### src/hdl/vcc_map.svh
// Register offsets, field positions, codes and reset values of the
// child-count and context leaf engine. Definitions only.
`ifndef VCC_MAP_SVH
`define VCC_MAP_SVH

`define VCC_OFS_CMD       8'h00
`define VCC_OFS_BASE      8'h04
`define VCC_OFS_COUNT     8'h08
`define VCC_OFS_DATA      8'h0C
`define VCC_OFS_CTXWORD   8'h10
`define VCC_OFS_ENV       8'h14
`define VCC_OFS_DSBASE    8'h18
`define VCC_OFS_DSLIMIT   8'h1C
`define VCC_OFS_RESULT    8'h20
`define VCC_OFS_ACCUM     8'h24
`define VCC_OFS_IRQSTAT   8'h28
`define VCC_OFS_IRQMASK   8'h2C
`define VCC_OFS_PAGESEL   8'h30
`define VCC_OFS_PAGECFG   8'h34
`define VCC_OFS_PAGECNT   8'h38
`define VCC_OFS_PAGECTX   8'h3C

`define VCC_LEAF_INC      8'h01
`define VCC_LEAF_CTX      8'h02
`define VCC_CMD_GO        8
`define VCC_ENV_CPL_HI    1
`define VCC_ENV_MODE64    2
`define VCC_ENV_DSUSABLE  3
`define VCC_ENV_FEATURE   5
`define VCC_CFG_VALID     0
`define VCC_CFG_BUSY      1
`define VCC_CFG_TYPE_LO   4
`define VCC_CFG_PAR_LO    8

`define VCC_TYPE_REGULAR        3'h0
`define VCC_TYPE_THREAD_CONTROL        3'h1
`define VCC_TYPE_TRIMMED       3'h2
`define VCC_TYPE_CONTROL_PAGE       3'h3

`define VCC_PAGES         8
`define VCC_PAGE_SHIFT    12
`define VCC_CACHE_BASE    32'h0010_0000
`define VCC_CACHE_TOP     32'h0010_8000
`define VCC_CONFLICT_CODE 32'h0000_0007
`define VCC_ENV_RESET     32'h0000_0028
`define VCC_LIMIT_RESET   32'hFFFF_FFFF
`define VCC_RES_BUSY      16

`endif

### src/hdl/vcc_pkg.sv
// Types shared by the child-count and context leaf engine.
// Assumes vcc_map.svh holds the numeric constants.
package vcc_pkg;

  typedef enum logic [1:0] {
    VCC_ST_IDLE = 2'b01,
    VCC_ST_EXEC = 2'b10
  } vcc_state_type;

  typedef enum logic [1:0] {
    VCC_FAULT_NONE = 2'h0,
    VCC_FAULT_GP   = 2'h1,
    VCC_FAULT_PF   = 2'h2,
    VCC_FAULT_UD   = 2'h3
  } vcc_fault_type;

endpackage

### src/hdl/vcc_leaf_engine.sv
// Leaf engine for the virtual child counter increment and context overwrite.
// Assumes one AHB-Lite master, single word transfers, one clock hclk.
// Functional notes
// (RULE_01) Leaf 01H with feature bit increments counter
// (RULE_02) Leaf 02H overwrites control page context value
// (RULE_03) Increment leaf runs only at privilege zero
// (RULE_04) Operand addresses use data segment, no override
// (RULE_05) Unaligned target page gives protection fault zero
// (RULE_06) Addresses outside page cache give page fault
// (RULE_07) Busy target sets zero flag, conflict code
// (RULE_08) Target taken shared; others run concurrently
// (RULE_09) Invalid target map entry gives page fault
// (RULE_10) Parent from page type; other types fault
// (RULE_11) Parent mismatch with control page: protection fault
// (RULE_12) Success increments counter, clears zero, returns 0
// (RULE_13) Zero only on conflict; other flags cleared
// (RULE_14) Segment, canonical or alignment faults: protection fault
// (RULE_15) Context leaf copies data word into control page
// (RULE_16) New control page context starts at own address
// (RULE_17) Context leaf fails misaligned or non-control page
// (RULE_18) Context leaf checks 4K and 8 byte alignment
// (RULE_19) Context leaf: zero only on conflict, clear others
`timescale 1ns/1ps
`include "vcc_map.svh"

module vcc_leaf_engine (
  input  wire logic        hclk,
  input  wire logic        hresetn,
  input  wire logic        hsel,
  input  wire logic [31:0] haddr,
  input  wire logic [1:0]  htrans,
  input  wire logic        hwrite,
  input  wire logic [2:0]  hsize,
  input  wire logic [31:0] hwdata,
  input  wire logic        hready,
  output logic             hreadyout,
  output logic [31:0]      hrdata,
  output logic             hresp,
  output logic             irq
);
  import vcc_pkg::*;

  vcc_state_type   state_reg;
  vcc_fault_type   fault_reg;
  vcc_fault_type   fault_next;
  logic [7:0]      leaf_select_reg;
  logic [31:0]     base_reg;
  logic [31:0]     count_reg;
  logic [31:0]     data_reg;
  logic [31:0]     ctx_word_reg;
  logic [31:0]     env_reg;
  logic [31:0]     ds_base_reg;
  logic [31:0]     ds_limit_reg;
  logic [31:0]     accumulator_reg;
  logic [31:0]     accumulator_next;
  logic            zero_flag_reg;
  logic            zero_flag_next;
  logic [3:0]      irq_stat_reg;
  logic [3:0]      irq_mask_reg;
  logic [2:0]      page_sel_reg;
  logic            pg_valid  [`VCC_PAGES];
  logic            pg_busy   [`VCC_PAGES];
  logic [2:0]      pg_type   [`VCC_PAGES];
  logic [2:0]      pg_parent [`VCC_PAGES];
  logic [31:0]     pg_cnt    [`VCC_PAGES];
  logic [31:0]     pg_ctx    [`VCC_PAGES];
  logic            wr_pend_reg;
  logic            rd_pend_reg;
  logic            rd_wait_reg;
  logic [7:0]      addr_reg;
  logic            bus_wr;
  logic            go;
  logic            do_inc;
  logic            do_ctx;
  logic [2:0]      par_idx;
  logic [31:0]     lin_b;
  logic [31:0]     lin_c;
  logic [31:0]     lin_d;
  logic [2:0]      idx_b;
  logic [2:0]      idx_c;
  logic [3:0]      irq_set;

  // AHB-Lite slave: writes land in the data phase, reads take one wait state
  assign hresp     = 1'b0;
  // Low in the first read data phase cycle, while hrdata is being loaded
  assign hreadyout = ~(rd_pend_reg & ~rd_wait_reg);
  assign bus_wr    = wr_pend_reg;

  always_ff @(posedge hclk or negedge hresetn) begin
    if (!hresetn) begin
      wr_pend_reg <= 1'b0;
      rd_pend_reg <= 1'b0;
      addr_reg    <= 8'h00;
    end else if (hready) begin
      wr_pend_reg <= hsel & htrans[1] & hwrite;
      rd_pend_reg <= hsel & htrans[1] & ~hwrite;
      addr_reg    <= haddr[7:0];
    end else if (rd_wait_reg) begin
      rd_pend_reg <= 1'b0;
    end
  end

  always_ff @(posedge hclk or negedge hresetn) begin
    if (!hresetn) begin
      rd_wait_reg <= 1'b0;
      hrdata      <= 32'h0000_0000;
    end else begin
      rd_wait_reg <= rd_pend_reg & ~rd_wait_reg;
      if (rd_pend_reg & ~rd_wait_reg) begin
        case (addr_reg)
          `VCC_OFS_CMD:     hrdata <= {24'h00_0000, leaf_select_reg};
          `VCC_OFS_BASE:    hrdata <= base_reg;
          `VCC_OFS_COUNT:   hrdata <= count_reg;
          `VCC_OFS_DATA:    hrdata <= data_reg;
          `VCC_OFS_CTXWORD: hrdata <= ctx_word_reg;
          `VCC_OFS_ENV:     hrdata <= env_reg;
          `VCC_OFS_DSBASE:  hrdata <= ds_base_reg;
          `VCC_OFS_DSLIMIT: hrdata <= ds_limit_reg;
          `VCC_OFS_RESULT:  hrdata <= {15'h0000, (state_reg != VCC_ST_IDLE),
                                       6'h00, fault_reg, 7'h00, zero_flag_reg};
          `VCC_OFS_ACCUM:   hrdata <= accumulator_reg;
          `VCC_OFS_IRQSTAT: hrdata <= {28'h000_0000, irq_stat_reg};
          `VCC_OFS_IRQMASK: hrdata <= {28'h000_0000, irq_mask_reg};
          `VCC_OFS_PAGESEL: hrdata <= {29'h0000_0000, page_sel_reg};
          `VCC_OFS_PAGECFG: hrdata <= {21'h00_0000, pg_parent[page_sel_reg], 1'b0,
                                       pg_type[page_sel_reg], 2'h0,
                                       pg_busy[page_sel_reg], pg_valid[page_sel_reg]};
          `VCC_OFS_PAGECNT: hrdata <= pg_cnt[page_sel_reg];
          `VCC_OFS_PAGECTX: hrdata <= pg_ctx[page_sel_reg];
          default:          hrdata <= 32'h0000_0000;
        endcase
      end
    end
  end

  // Operand and environment registers
  always_ff @(posedge hclk or negedge hresetn) begin
    if (!hresetn) begin
      leaf_select_reg <= 8'h00;
      base_reg        <= 32'h0000_0000;
      count_reg       <= 32'h0000_0000;
      data_reg        <= 32'h0000_0000;
      ctx_word_reg    <= 32'h0000_0000;
      env_reg         <= `VCC_ENV_RESET;
      ds_base_reg     <= 32'h0000_0000;
      ds_limit_reg    <= `VCC_LIMIT_RESET;
      irq_mask_reg    <= 4'h0;
      page_sel_reg    <= 3'h0;
    end else if (bus_wr) begin
      case (addr_reg)
        `VCC_OFS_CMD:     leaf_select_reg <= hwdata[7:0];
        `VCC_OFS_BASE:    base_reg        <= hwdata;
        `VCC_OFS_COUNT:   count_reg       <= hwdata;
        `VCC_OFS_DATA:    data_reg        <= hwdata;
        `VCC_OFS_CTXWORD: ctx_word_reg    <= hwdata;
        `VCC_OFS_ENV:     env_reg         <= hwdata;
        `VCC_OFS_DSBASE:  ds_base_reg     <= hwdata;
        `VCC_OFS_DSLIMIT: ds_limit_reg    <= hwdata;
        `VCC_OFS_IRQMASK: irq_mask_reg    <= hwdata[3:0];
        `VCC_OFS_PAGESEL: page_sel_reg    <= hwdata[2:0];
        default: begin
        end
      endcase
    end
  end

  assign go = bus_wr && (addr_reg == `VCC_OFS_CMD) && hwdata[`VCC_CMD_GO] &&
              (state_reg == VCC_ST_IDLE);

  always_ff @(posedge hclk or negedge hresetn) begin
    if (!hresetn) begin
      state_reg <= VCC_ST_IDLE;
    end else begin
      case (state_reg)
        VCC_ST_IDLE: begin
          if (go) begin
            state_reg <= VCC_ST_EXEC;
          end
        end
        VCC_ST_EXEC: state_reg <= VCC_ST_IDLE;
        default:     state_reg <= VCC_ST_IDLE;
      endcase
    end
  end

  // Linear addresses always from the data segment
  assign lin_b = ds_base_reg + base_reg; // RULE_04
  assign lin_c = ds_base_reg + count_reg; // RULE_04
  assign lin_d = ds_base_reg + data_reg; // RULE_04
  assign idx_b = lin_b[`VCC_PAGE_SHIFT+2:`VCC_PAGE_SHIFT];
  assign idx_c = lin_c[`VCC_PAGE_SHIFT+2:`VCC_PAGE_SHIFT];

  function automatic logic in_cache(input logic [31:0] a);
    in_cache = (a >= `VCC_CACHE_BASE) && (a < `VCC_CACHE_TOP);
  endfunction

  function automatic logic seg_bad(input logic [31:0] ofs, input logic [31:0] lin,
                                   input logic [31:0] env, input logic [31:0] lim);
    if (env[`VCC_ENV_MODE64]) begin
      seg_bad = (lin[31] != lin[30]);
    end else begin
      seg_bad = !env[`VCC_ENV_DSUSABLE] || (ofs > lim);
    end
  endfunction

  // Leaf checks in documented order; first failing check decides
  always_comb begin
    fault_next       = VCC_FAULT_NONE;
    zero_flag_next   = 1'b0;
    accumulator_next = accumulator_reg;
    do_inc           = 1'b0;
    do_ctx           = 1'b0;
    par_idx          = idx_b;
    if (!env_reg[`VCC_ENV_FEATURE]) begin
      fault_next = VCC_FAULT_UD;
    end else if (leaf_select_reg == `VCC_LEAF_INC) begin // RULE_01
      if (env_reg[`VCC_ENV_CPL_HI:0] != 2'h0) begin
        fault_next = VCC_FAULT_GP; // RULE_03
      end else if (seg_bad(base_reg, lin_b, env_reg, ds_limit_reg) ||
                   seg_bad(count_reg, lin_c, env_reg, ds_limit_reg)) begin
        fault_next = VCC_FAULT_GP; // RULE_14
      end else if (lin_b[`VCC_PAGE_SHIFT-1:0] != 12'h000) begin
        fault_next = VCC_FAULT_GP; // RULE_05
      end else if (!in_cache(lin_b) || !in_cache(lin_c)) begin
        fault_next = VCC_FAULT_PF; // RULE_06
      end else if (pg_busy[idx_b]) begin
        zero_flag_next   = 1'b1; // RULE_07 RULE_08
        accumulator_next = `VCC_CONFLICT_CODE; // RULE_07
      end else if (!pg_valid[idx_b]) begin
        fault_next = VCC_FAULT_PF; // RULE_09
      end else begin
        case (pg_type[idx_b])
          `VCC_TYPE_REGULAR, `VCC_TYPE_THREAD_CONTROL, `VCC_TYPE_TRIMMED: par_idx = pg_parent[idx_b]; // RULE_10
          `VCC_TYPE_CONTROL_PAGE: par_idx = idx_b; // RULE_10
          default:      fault_next = VCC_FAULT_PF; // RULE_10
        endcase
        if (fault_next == VCC_FAULT_NONE) begin
          if (par_idx != idx_c || lin_c[`VCC_PAGE_SHIFT-1:0] != 12'h000) begin
            fault_next = VCC_FAULT_GP; // RULE_11
          end else begin
            do_inc           = 1'b1; // RULE_12
            accumulator_next = 32'h0000_0000; // RULE_12
          end
        end
      end
    end else if (leaf_select_reg == `VCC_LEAF_CTX) begin // RULE_02
      if (env_reg[`VCC_ENV_CPL_HI:0] != 2'h0) begin
        fault_next = VCC_FAULT_GP;
      end else if (seg_bad(count_reg, lin_c, env_reg, ds_limit_reg) ||
                   seg_bad(data_reg, lin_d, env_reg, ds_limit_reg)) begin
        fault_next = VCC_FAULT_GP; // RULE_14
      end else if (lin_c[`VCC_PAGE_SHIFT-1:0] != 12'h000) begin
        fault_next = VCC_FAULT_GP; // RULE_18 RULE_17
      end else if (!in_cache(lin_c)) begin
        fault_next = VCC_FAULT_PF; // RULE_06
      end else if (lin_d[2:0] != 3'h0) begin
        fault_next = VCC_FAULT_GP; // RULE_18 RULE_17
      end else if (pg_busy[idx_c]) begin
        zero_flag_next   = 1'b1; // RULE_19
        accumulator_next = `VCC_CONFLICT_CODE;
      end else if (!pg_valid[idx_c] || pg_type[idx_c] != `VCC_TYPE_CONTROL_PAGE) begin
        fault_next = VCC_FAULT_PF; // RULE_17
      end else begin
        do_ctx           = 1'b1; // RULE_15
        accumulator_next = 32'h0000_0000;
      end
    end else begin
      fault_next = VCC_FAULT_UD;
    end
  end

  // Result: zero flag only from a conflict, arithmetic flags read as zero
  always_ff @(posedge hclk or negedge hresetn) begin
    if (!hresetn) begin
      fault_reg       <= VCC_FAULT_NONE;
      zero_flag_reg   <= 1'b0;
      accumulator_reg <= 32'h0000_0000;
    end else if (state_reg == VCC_ST_EXEC) begin
      fault_reg <= fault_next;
      if (fault_next == VCC_FAULT_NONE) begin
        zero_flag_reg   <= zero_flag_next; // RULE_13 RULE_19
        accumulator_reg <= accumulator_next;
      end
    end
  end

  // Page cache map and control page fields
  always_ff @(posedge hclk or negedge hresetn) begin
    if (!hresetn) begin
      for (int i = 0; i < `VCC_PAGES; i++) begin
        pg_valid[i]  <= 1'b0;
        pg_busy[i]   <= 1'b0;
        pg_type[i]   <= `VCC_TYPE_REGULAR;
        pg_parent[i] <= 3'h0;
        pg_cnt[i]    <= 32'h0000_0000;
        pg_ctx[i]    <= 32'h0000_0000;
      end
    end else begin
      if (state_reg == VCC_ST_EXEC && do_inc) begin
        pg_cnt[par_idx] <= pg_cnt[par_idx] + 32'h0000_0001; // RULE_12
      end
      if (state_reg == VCC_ST_EXEC && do_ctx) begin
        pg_ctx[idx_c] <= ctx_word_reg; // RULE_15
      end
      if (bus_wr && addr_reg == `VCC_OFS_PAGECFG) begin
        pg_valid[page_sel_reg]  <= hwdata[`VCC_CFG_VALID];
        pg_busy[page_sel_reg]   <= hwdata[`VCC_CFG_BUSY];
        pg_type[page_sel_reg]   <= hwdata[`VCC_CFG_TYPE_LO+2:`VCC_CFG_TYPE_LO];
        pg_parent[page_sel_reg] <= hwdata[`VCC_CFG_PAR_LO+2:`VCC_CFG_PAR_LO];
        if (hwdata[`VCC_CFG_VALID] &&
            hwdata[`VCC_CFG_TYPE_LO+2:`VCC_CFG_TYPE_LO] == `VCC_TYPE_CONTROL_PAGE) begin
          pg_ctx[page_sel_reg] <= `VCC_CACHE_BASE + {17'h0_0000, page_sel_reg, 12'h000}; // RULE_16
          pg_cnt[page_sel_reg] <= 32'h0000_0000;
        end
      end
    end
  end

  // Interrupt status: done, protection fault, page fault, conflict
  assign irq_set = (state_reg == VCC_ST_EXEC) ?
                   {(fault_next == VCC_FAULT_NONE) && zero_flag_next,
                    fault_next == VCC_FAULT_PF,
                    fault_next == VCC_FAULT_GP,
                    1'b1} : 4'h0;

  always_ff @(posedge hclk or negedge hresetn) begin
    if (!hresetn) begin
      irq_stat_reg <= 4'h0;
    end else if (bus_wr && addr_reg == `VCC_OFS_IRQSTAT) begin
      irq_stat_reg <= (irq_stat_reg & ~hwdata[3:0]) | irq_set;
    end else begin
      irq_stat_reg <= irq_stat_reg | irq_set;
    end
  end

  assign irq = |(irq_stat_reg & irq_mask_reg);

endmodule

### config.mk
export PLATFORM = sky130hd
export DESIGN_NAME = vcc_leaf_engine
export DESIGN_NICKNAME = d
export VERILOG_FILES = /design/src/hdl/vcc_pkg.sv /design/src/hdl/vcc_leaf_engine.sv
export VERILOG_INCLUDE_DIRS = /design/src /design/src/hdl
export SDC_FILE = /design/constraint.sdc
export NUM_CORES = 2
export LEC_CHECK = 0
export ABC_AREA = 1
export CORE_ASPECT_RATIO = 0.6
export CORE_MARGIN = 2
export CORE_UTILIZATION = 35
export DETAILED_ROUTE_END_ITERATION = 8
export DONT_BUFFER_PORTS = 1
export GPL_TIMING_DRIVEN = 1
export PLACE_DENSITY = 0.48
export SLEW_MARGIN = 30
export SYNTH_ARGS = -nofsm -noshare
export SYNTH_HDL_FRONTEND = slang
export SYNTH_SLANG_ARGS = --single-unit
### constraint.sdc
create_clock -name hclk -period 8.1 [get_ports hclk]
set_clock_uncertainty 0.15 [all_clocks]
set_input_delay 0.81 -clock hclk [delete_from_list [all_inputs] [get_ports hclk]]
set_output_delay 0.81 -clock hclk [all_outputs]
set_load 0.05 [all_outputs]
* Word-level counts from Yosys, hierarchy flattened
Index checks and enable logic that the tools add are counted.
** Word-level totals
- Register bits :: 899
- Input bits :: 74
- Output and inout port bits :: 35
- Word-level logic and storage cells :: 383
** Cells by class
- $add $sub $neg :: 5
- Order comparisons :: 14
- Equality and inequality tests :: 42
- Muxes and demuxes :: 183
- Bitwise operators :: 19
- Reduce and logical (&&, ||, !) cells :: 52
** Operator list (count)
- 256-bit 2-to-1 mux :: 6
- 32-bit 2-to-1 mux :: 26
- 256-bit bitwise mux :: 3
- 32-bit one-hot mux with 16 select lines :: 1
- 32-bit binary-select mux with 3-bit select :: 3
- 32-bit demux with 3-bit select :: 3
- 256-bit AND :: 1
- 256-bit inverter :: 1
- 32-bit adder :: 3
- 32-bit > comparator :: 3
- 3-bit 2-to-1 mux :: 28
- 1-bit 2-to-1 mux :: 65
- 8-bit by 6-bit equality test with 1-bit output (second input constant) :: 8
- 32-bit by 21-bit >= comparator with 1-bit output (second input constant) :: 2
- 32-bit by 21-bit less-than comparator with 1-bit output (second input constant) :: 2
- 2-bit 2-to-1 mux :: 29
- 24-bit bitwise mux :: 2
- 3-bit binary-select mux with 3-bit select :: 5
- 32-bit by 1-bit adder with 32-bit output (second input constant) :: 1
- 8-bit by 5-bit equality test with 1-bit output (second input constant) :: 4
- 12-bit nonzero test :: 2
- 21-bit by 15-bit adder with 22-bit output (first input constant) :: 1
- 2-bit AND reduction :: 11
- 1-bit binary-select mux with 3-bit select :: 6
- other kinds (38) :: 99

* Logic depth before layout (Yosys ltp)
- Word-level depth :: 34
- Depth in mapped cells :: 43
- Mapped depth without buffers :: 41

* Worst setup path after synthesis
Ideal clock, no wire load.
- Path kind :: register to register
- From :: register ds_base_reg[0]
- To :: register pg_cnt[240] (netlist name)
- Library setup time :: 0.113 ns
- Data arrival time :: 5.201 ns
- Required time :: 7.837 ns
- Setup slack :: 2.636 ns
- Stages on the path, launching flop included :: 37
- Buffers on the path :: 2
- Period minus slack after synthesis :: 5.464 ns
- Cells stage by stage :: dfrtp_1 -> ha_1 -> fa_1 -> nand3_1 -> nand2_2 -> nand2_1 -> nand2_1 -> nand2_1 -> nand2_1 -> nand2_1 -> nand3_1 -> nand4_1 -> o311ai_0 -> xnor2_1 -> ha_1 -> or2_2 -> nand2_1 -> nand4_1 -> nor2_2 -> nand2_1 -> nand2_1 -> nand2_2 -> nand2_1 -> inv_2 -> buf_2 -> nand3_1 -> nand2_1 -> nor2_1 -> buf_2 -> ha_1 -> nand2_1 -> nor2_2 -> nand2_1 -> o21ai_2 -> nand3_1 -> nand2_1 -> inv_1
** On the way
- Longest elaborated chain between the ends :: 34
- Elaborated cells between the ends (all ways) :: 98
- Classes of those cells :: 3 x add/sub; 6 x order compare; 6 x eq/ne; 65 x mux; 3 x bitwise; 15 x reduce/logical
** Ends and longest elaborated chain
- from (decl) :: RTL line vcc_leaf_engine.sv:52 : logic [31:0] ds_base_reg;
- from (signal assigned) :: RTL line vcc_leaf_engine.sv:157 : `VCC_OFS_DSBASE: ds_base_reg <= hwdata;
- 32-bit adder :: RTL line vcc_leaf_engine.sv:187 : assign lin_b = ds_base_reg + base_reg;
- 3-bit inverter with 4-bit output (implied by the code)
- 3-bit binary-select mux with 3-bit select :: RTL line vcc_leaf_engine.sv:232 : case (pg_type[idx_b])
- 3-bit 2-to-1 mux (implied by the code) (2 in a row) :: RTL line vcc_leaf_engine.sv:232
- 3-bit by 1-bit equality test with 1-bit output (tied with other cells) :: RTL line vcc_leaf_engine.sv:232
- 3-bit OR reduction
- 3-bit 2-to-1 mux :: RTL line vcc_leaf_engine.sv:232
- 3-bit 2-to-1 mux :: RTL line vcc_leaf_engine.sv:229 : end else if (!pg_valid[idx_b]) begin
- (+17 left out)
- 32-bit 2-to-1 mux (implied by the code) or 1-bit logical AND (tied branches) :: RTL line vcc_leaf_engine.sv:300 : pg_cnt[par_idx] <= pg_cnt[par_idx] + 32'h0000_0001;
- 32-bit 2-to-1 mux (implied by the code) :: RTL line vcc_leaf_engine.sv:300
- 32-bit by 1-bit adder with 32-bit output or 32-bit demux with 3-bit select (tied branches) :: RTL line vcc_leaf_engine.sv:300
- 256-bit bitwise mux :: RTL line vcc_leaf_engine.sv:300
- 256-bit 2-to-1 mux (*) :: RTL line vcc_leaf_engine.sv:299 : if (state_reg == VCC_ST_EXEC && do_inc) begin
- 256-bit AND (no line)
- 256-bit 2-to-1 mux :: RTL line vcc_leaf_engine.sv:310 : if (hwdata[`VCC_CFG_VALID] &&
- 256-bit 2-to-1 mux (*) :: RTL line vcc_leaf_engine.sv:305 : if (bus_wr && addr_reg == `VCC_OFS_PAGECFG) begin
- to (signal, indexed assignment) :: RTL line vcc_leaf_engine.sv:300
- to (decl) :: RTL line vcc_leaf_engine.sv:65 : logic [31:0] pg_cnt [`VCC_PAGES];
Mark *: on every way between the ends. The rest lies on a longest branch, timed or not. The select of a mux whose other input is x is not followed.
A chain may end at the register's enable or synchronous reset.

* Final worst setup path
- From :: register base_reg[0]
- To :: register pg_cnt[18] (netlist name)
** On the way
- Longest elaborated chain between the ends :: 34
- Elaborated cells between the ends (all ways) :: 89
- Classes of those cells :: 2 x add/sub; 5 x order compare; 5 x eq/ne; 61 x mux; 3 x bitwise; 13 x reduce/logical
** Ends and longest elaborated chain
- from (decl) :: RTL line vcc_leaf_engine.sv:47 : logic [31:0] base_reg;
- from (signal assigned) :: RTL line vcc_leaf_engine.sv:152 : `VCC_OFS_BASE: base_reg <= hwdata;
- 32-bit adder :: RTL line vcc_leaf_engine.sv:187
- 3-bit inverter with 4-bit output (implied by the code)
- 3-bit binary-select mux with 3-bit select :: RTL line vcc_leaf_engine.sv:232
- 3-bit 2-to-1 mux (implied by the code) (2 in a row) :: RTL line vcc_leaf_engine.sv:232
- 3-bit by 1-bit equality test with 1-bit output (tied with other cells) :: RTL line vcc_leaf_engine.sv:232
- 3-bit OR reduction
- 3-bit 2-to-1 mux :: RTL line vcc_leaf_engine.sv:232
- 3-bit 2-to-1 mux :: RTL line vcc_leaf_engine.sv:229
- (+17 left out)
- 32-bit 2-to-1 mux (implied by the code) or 1-bit logical AND (tied branches) :: RTL line vcc_leaf_engine.sv:300
- 32-bit 2-to-1 mux (implied by the code) :: RTL line vcc_leaf_engine.sv:300
- 32-bit by 1-bit adder with 32-bit output or 32-bit demux with 3-bit select (tied branches) :: RTL line vcc_leaf_engine.sv:300
- 256-bit bitwise mux :: RTL line vcc_leaf_engine.sv:300
- 256-bit 2-to-1 mux (*) :: RTL line vcc_leaf_engine.sv:299
- 256-bit AND (no line)
- 256-bit 2-to-1 mux :: RTL line vcc_leaf_engine.sv:310
- 256-bit 2-to-1 mux (*) :: RTL line vcc_leaf_engine.sv:305
Marked as above.

==> parameters.txt <==
Parameter                              Value

Status
  Outcome ... complete, no violations

Detailed routing
  Initial DRC Count ... between 6000 and 7000
  Router iterations before antenna repair ... 6
  Detailed-route vias per instance ... ~5.6
  Post-Route WL ... about 240 mm
  WL per Instance ... roughly 25 um
  Final ANT Viol Nets ... 0
  Via count of the routed design ... about 53000
  DRC ... 0

Floorplan
  Starting Density ... 0.354
  Die Ht ... roughly 300 um
  Num ports ... about 110
  Area of the core region ... about 150000 um^2
  Die Area ... 156000 um^2
  Die X ... 508 um
  Row cnt ... 110

Logic synthesis
  Netlist area before placement ... 53300 um^2
  Number of enable-type register cells in the synthesized netlist ... 0
  Post-synth top cells ... 1817 x sky130_fd_sc_hd__nand2_1, 1016 x sky130_fd_sc_hd__o21ai_0, 909 x sky130_fd_sc_hd__inv_1
  Synth Area per Inst ... approximately 7.1 um^2
  Total nets after synthesis ... slightly below 8000
  Area share of the largest cell type after synthesis ... 0.391
  Main synth FF type ... sky130_fd_sc_hd__dfrtp_1
  Cells after synthesis ... 7526
  Top cell type by total area after synthesis ... sky130_fd_sc_hd__dfrtp_1
  Sequential element share of the synthesized area ... 0.408
  Register bit count reported by yosys ... ~870
  Leading cell types by total area after synthesis ... sky130_fd_sc_hd__dfrtp_1 39%, sky130_fd_sc_hd__nand2_1 13%, sky130_fd_sc_hd__o21ai_0 9.5%
  Number of warnings reported in the yosys synthesis log ... 0
  Cell with the most instances after synthesis ... sky130_fd_sc_hd__nand2_1
  Fraction of synthesis flops using an asynchronous set or reset pin ... 1.00
  Number of library cell types mapped by synthesis ... between 60 and 70

CTS
  H-tree Lvls ... 3
  CTS Buf Count ... 93
  Number of clock sinks ... 868
  Latest clock arrival within the worst-skew pair ... around 0.76 ns
  Max Buffers Root-to-Sink ... 3
  Clk slew on worst S/H paths ... roughly 0.070 ns
  TritonCTS clock tree ... built
  Cell chosen for the clock root ... sky130_fd_sc_hd__clkbuf_16

Pwr
  Leak pwr ... 29.9 nW
  Cell area power density ... ~210 nW/um^2
  Total design power ... about 13 mW
  Worst VDD drop ... between 0.15 and 0.2 mV

Critical path
  Standard cell with the maximum stage delay on the critical path ... sky130_fd_sc_hd__fa_1
  Type of element capturing the critical path ... flip-flop
  Minimum setup slack among reg-to-reg paths ... around 0.42 ns
  Maximum single-stage delay on the critical path ... 0.52 ns
  Gate family responsible for the most delay along the worst path ... simple AND/OR/NAND/NOR gates
  Classification of the worst setup path ... reg -> reg
  Number of buffers and inverters on the critical path ... 4
  Crit-path most repeated cell ... sky130_fd_sc_hd__nand2_1
  Worst endpoint required time ... approximately 8.6 ns
  Kind of start point of the critical path ... flip-flop
  Critical Path Fanout Max ... 23
  Arrival time of the worst setup path ... 8.19 ns

Run
  Number of max-cap violations ... 0

Timing
  Setup repair after global routing missed its margin ... false
  Final number of setup-violating endpoints ... 0
  Post-route fraction of the period consumed by the critical path ... 0.948
  Tmin final ... about 7.7 ns
  Max-slew headroom ... 0.238
  Peak Freq ... around 130 MHz
  Actual transition at the worst max-transition pin ... between 1 and 1.5 ns
  Number of hold violations in the final report ... 0
  Final Max Tran Viols ... 0
  Total negative slack ... 0 ns

Finish
  Filler cells ... ~16000
  Leading registers by flop count ... pg_cnt: 256 flops, pg_ctx: 256 flops
  Area of all sequential standard cells ... ~22000 um^2
  Area growth syn-to-layout ... 12.3%
  Footprint of the multi-input gates ... roughly 27000 um^2
  Fraction of final layout cells sized beyond drive strength 1 ... 0.0767
  Total Nets Final ... 7691

GRT
  Residual overflow from global routing ... 0
  Global-route wire length before repair ... 347 mm
  Pin count of the biggest net entering global routing ... between 150 and 200
  Vias in the first global route ... around 47000
  Aggregate global-route resource usage ... 0.304
  Initial antenna violation count ... 6

Placement
  Weighted congestion at the end of routability-driven global placement ... 0.986
  Buffers added on ports ... 0
  DPL Wire Length ... approximately 160 mm

Hold path
  Path class of the lowest-slack min-delay path ... in -> reg
==> worst reg2reg max path: cells and delay by family (launching register included) <==
kind                     cells  cell delay [ns]
flip-flops                   1             0.43
buffers and inverters        4             0.89
AO/OA/AOI/OAI                2             0.37
AND/OR/NAND/NOR             28             4.50
adder cells (fa/ha/maj)      3             1.00
XOR/XNOR                     1             0.23
==> repair_timing <==
item,CTS,global route
endpoints found under the setup margin,0,208
endpoints found under the hold margin,250,0
hold buffers,13,0
resized for setup,0,9
setup buffers,0,0
==> cell families after synthesis <==
| logic type | Yosys count | share of synthesized area |
|---|---|---|
| compound gates | 2024 | 0.203 |
| xor+xnor | 36 | 0.00676 |
| fa+ha+maj | 197 | 0.0466 |
| buf+inv | 1351 | 0.0969 |
| flops | 868 | 0.408 |
| mux | 4 | 0.000844 |
| other cells | 1 | 0.0000703 |
| simple gates | 3045 | 0.238 |
==> worst paths after layout <==
| path | start | cells past startpoint | end |
|---|---|---|---|
| max reg2reg | base_reg[0]$_DFFE_PN0P_ | 38 | pg_cnt[18]$_DFF_PN0_ |
| max | base_reg[0]$_DFFE_PN0P_ | 38 | pg_cnt[18]$_DFF_PN0_ |
| max in group asynchronous | hresetn | 7 | pg_cnt[102]$_DFF_PN0_ |
| min | hwdata[5] | 2 | pg_type[4]$_DFFE_PN0P_ |
| min reg2reg | state_reg[1]$_DFFE_PN0P_ | 1 | state_reg[1]$_DFFE_PN0P_ |
| min in group asynchronous | hresetn | 2 | count_reg[3]$_DFFE_PN0P_ |
==> cell usage in the layout, fill, tap and decap left out, types with 30 or more instances in the layout <==
master / count
sky130_fd_sc_hd__a21oi_1: 749
sky130_fd_sc_hd__a41oi_1: 40
sky130_fd_sc_hd__buf_4: 151
sky130_fd_sc_hd__clkbuf_16: 96
sky130_fd_sc_hd__dfrtp_1: 832
sky130_fd_sc_hd__dfstp_2: 35
sky130_fd_sc_hd__ha_1: 194
sky130_fd_sc_hd__inv_1: 905
sky130_fd_sc_hd__nand2_1: 1807
sky130_fd_sc_hd__nand2_2: 35
sky130_fd_sc_hd__nand3_1: 419
sky130_fd_sc_hd__nand4_1: 76
sky130_fd_sc_hd__nor2_1: 527
sky130_fd_sc_hd__nor2_2: 46
sky130_fd_sc_hd__nor3_1: 30
sky130_fd_sc_hd__o211ai_1: 45
sky130_fd_sc_hd__o21ai_0: 1013
==> cell type report <==
class | instances | area share
multi-input combinational | 5307 | 0.446
sequential | 868 | 0.363
inverter | 962 | 0.0605
clock buffer | 120 | 0.0441
tap | 2016 | 0.0421
timing repair buffer | 188 | 0.0303
clock inverter | 54 | 0.0132
antenna | 6 | 0.000251
==> report_power, final <==
part           internal [mW]  switching [mW]
Sequential              4.44           0.179
Combinational          0.807            2.33
Clock                   2.84            2.10
==> stage by stage <==
step / setup WS, ns / hold slack [ns] / area (um^2) / utilization / cells
6_report: 0.425 / 0.0494 / 59900 / 0.398 / 9521
5_1_grt: 0.0205 / 0.0164 / 59900 / 0.398 / 9516
4_1_cts: 0.454 / 0.00136 / 59800 / 0.397 / 9514
3_5_place_dp: 0.492 / 0.305 / 56200 / 0.373 / 9327
3_3_place_gp: 0.581 / 0.303 / 56200 / 0.373 / 9325
2_1_floorplan: 2.64 / 0.269 / 53300 / - / 7526
==> metal layers <==
layer | track usage | vias to the layer above | wire length (um)
met2 | 0.378 | 2637 | 87000
met5 | 0 | - | 0
li1 | - | 24500 | -
met4 | 0.0644 | 0 | 4860
met1 | 0.502 | 25500 | 120000
met3 | 0.0770 | 269 | 27900
Power figures use the tool's default switching activity.
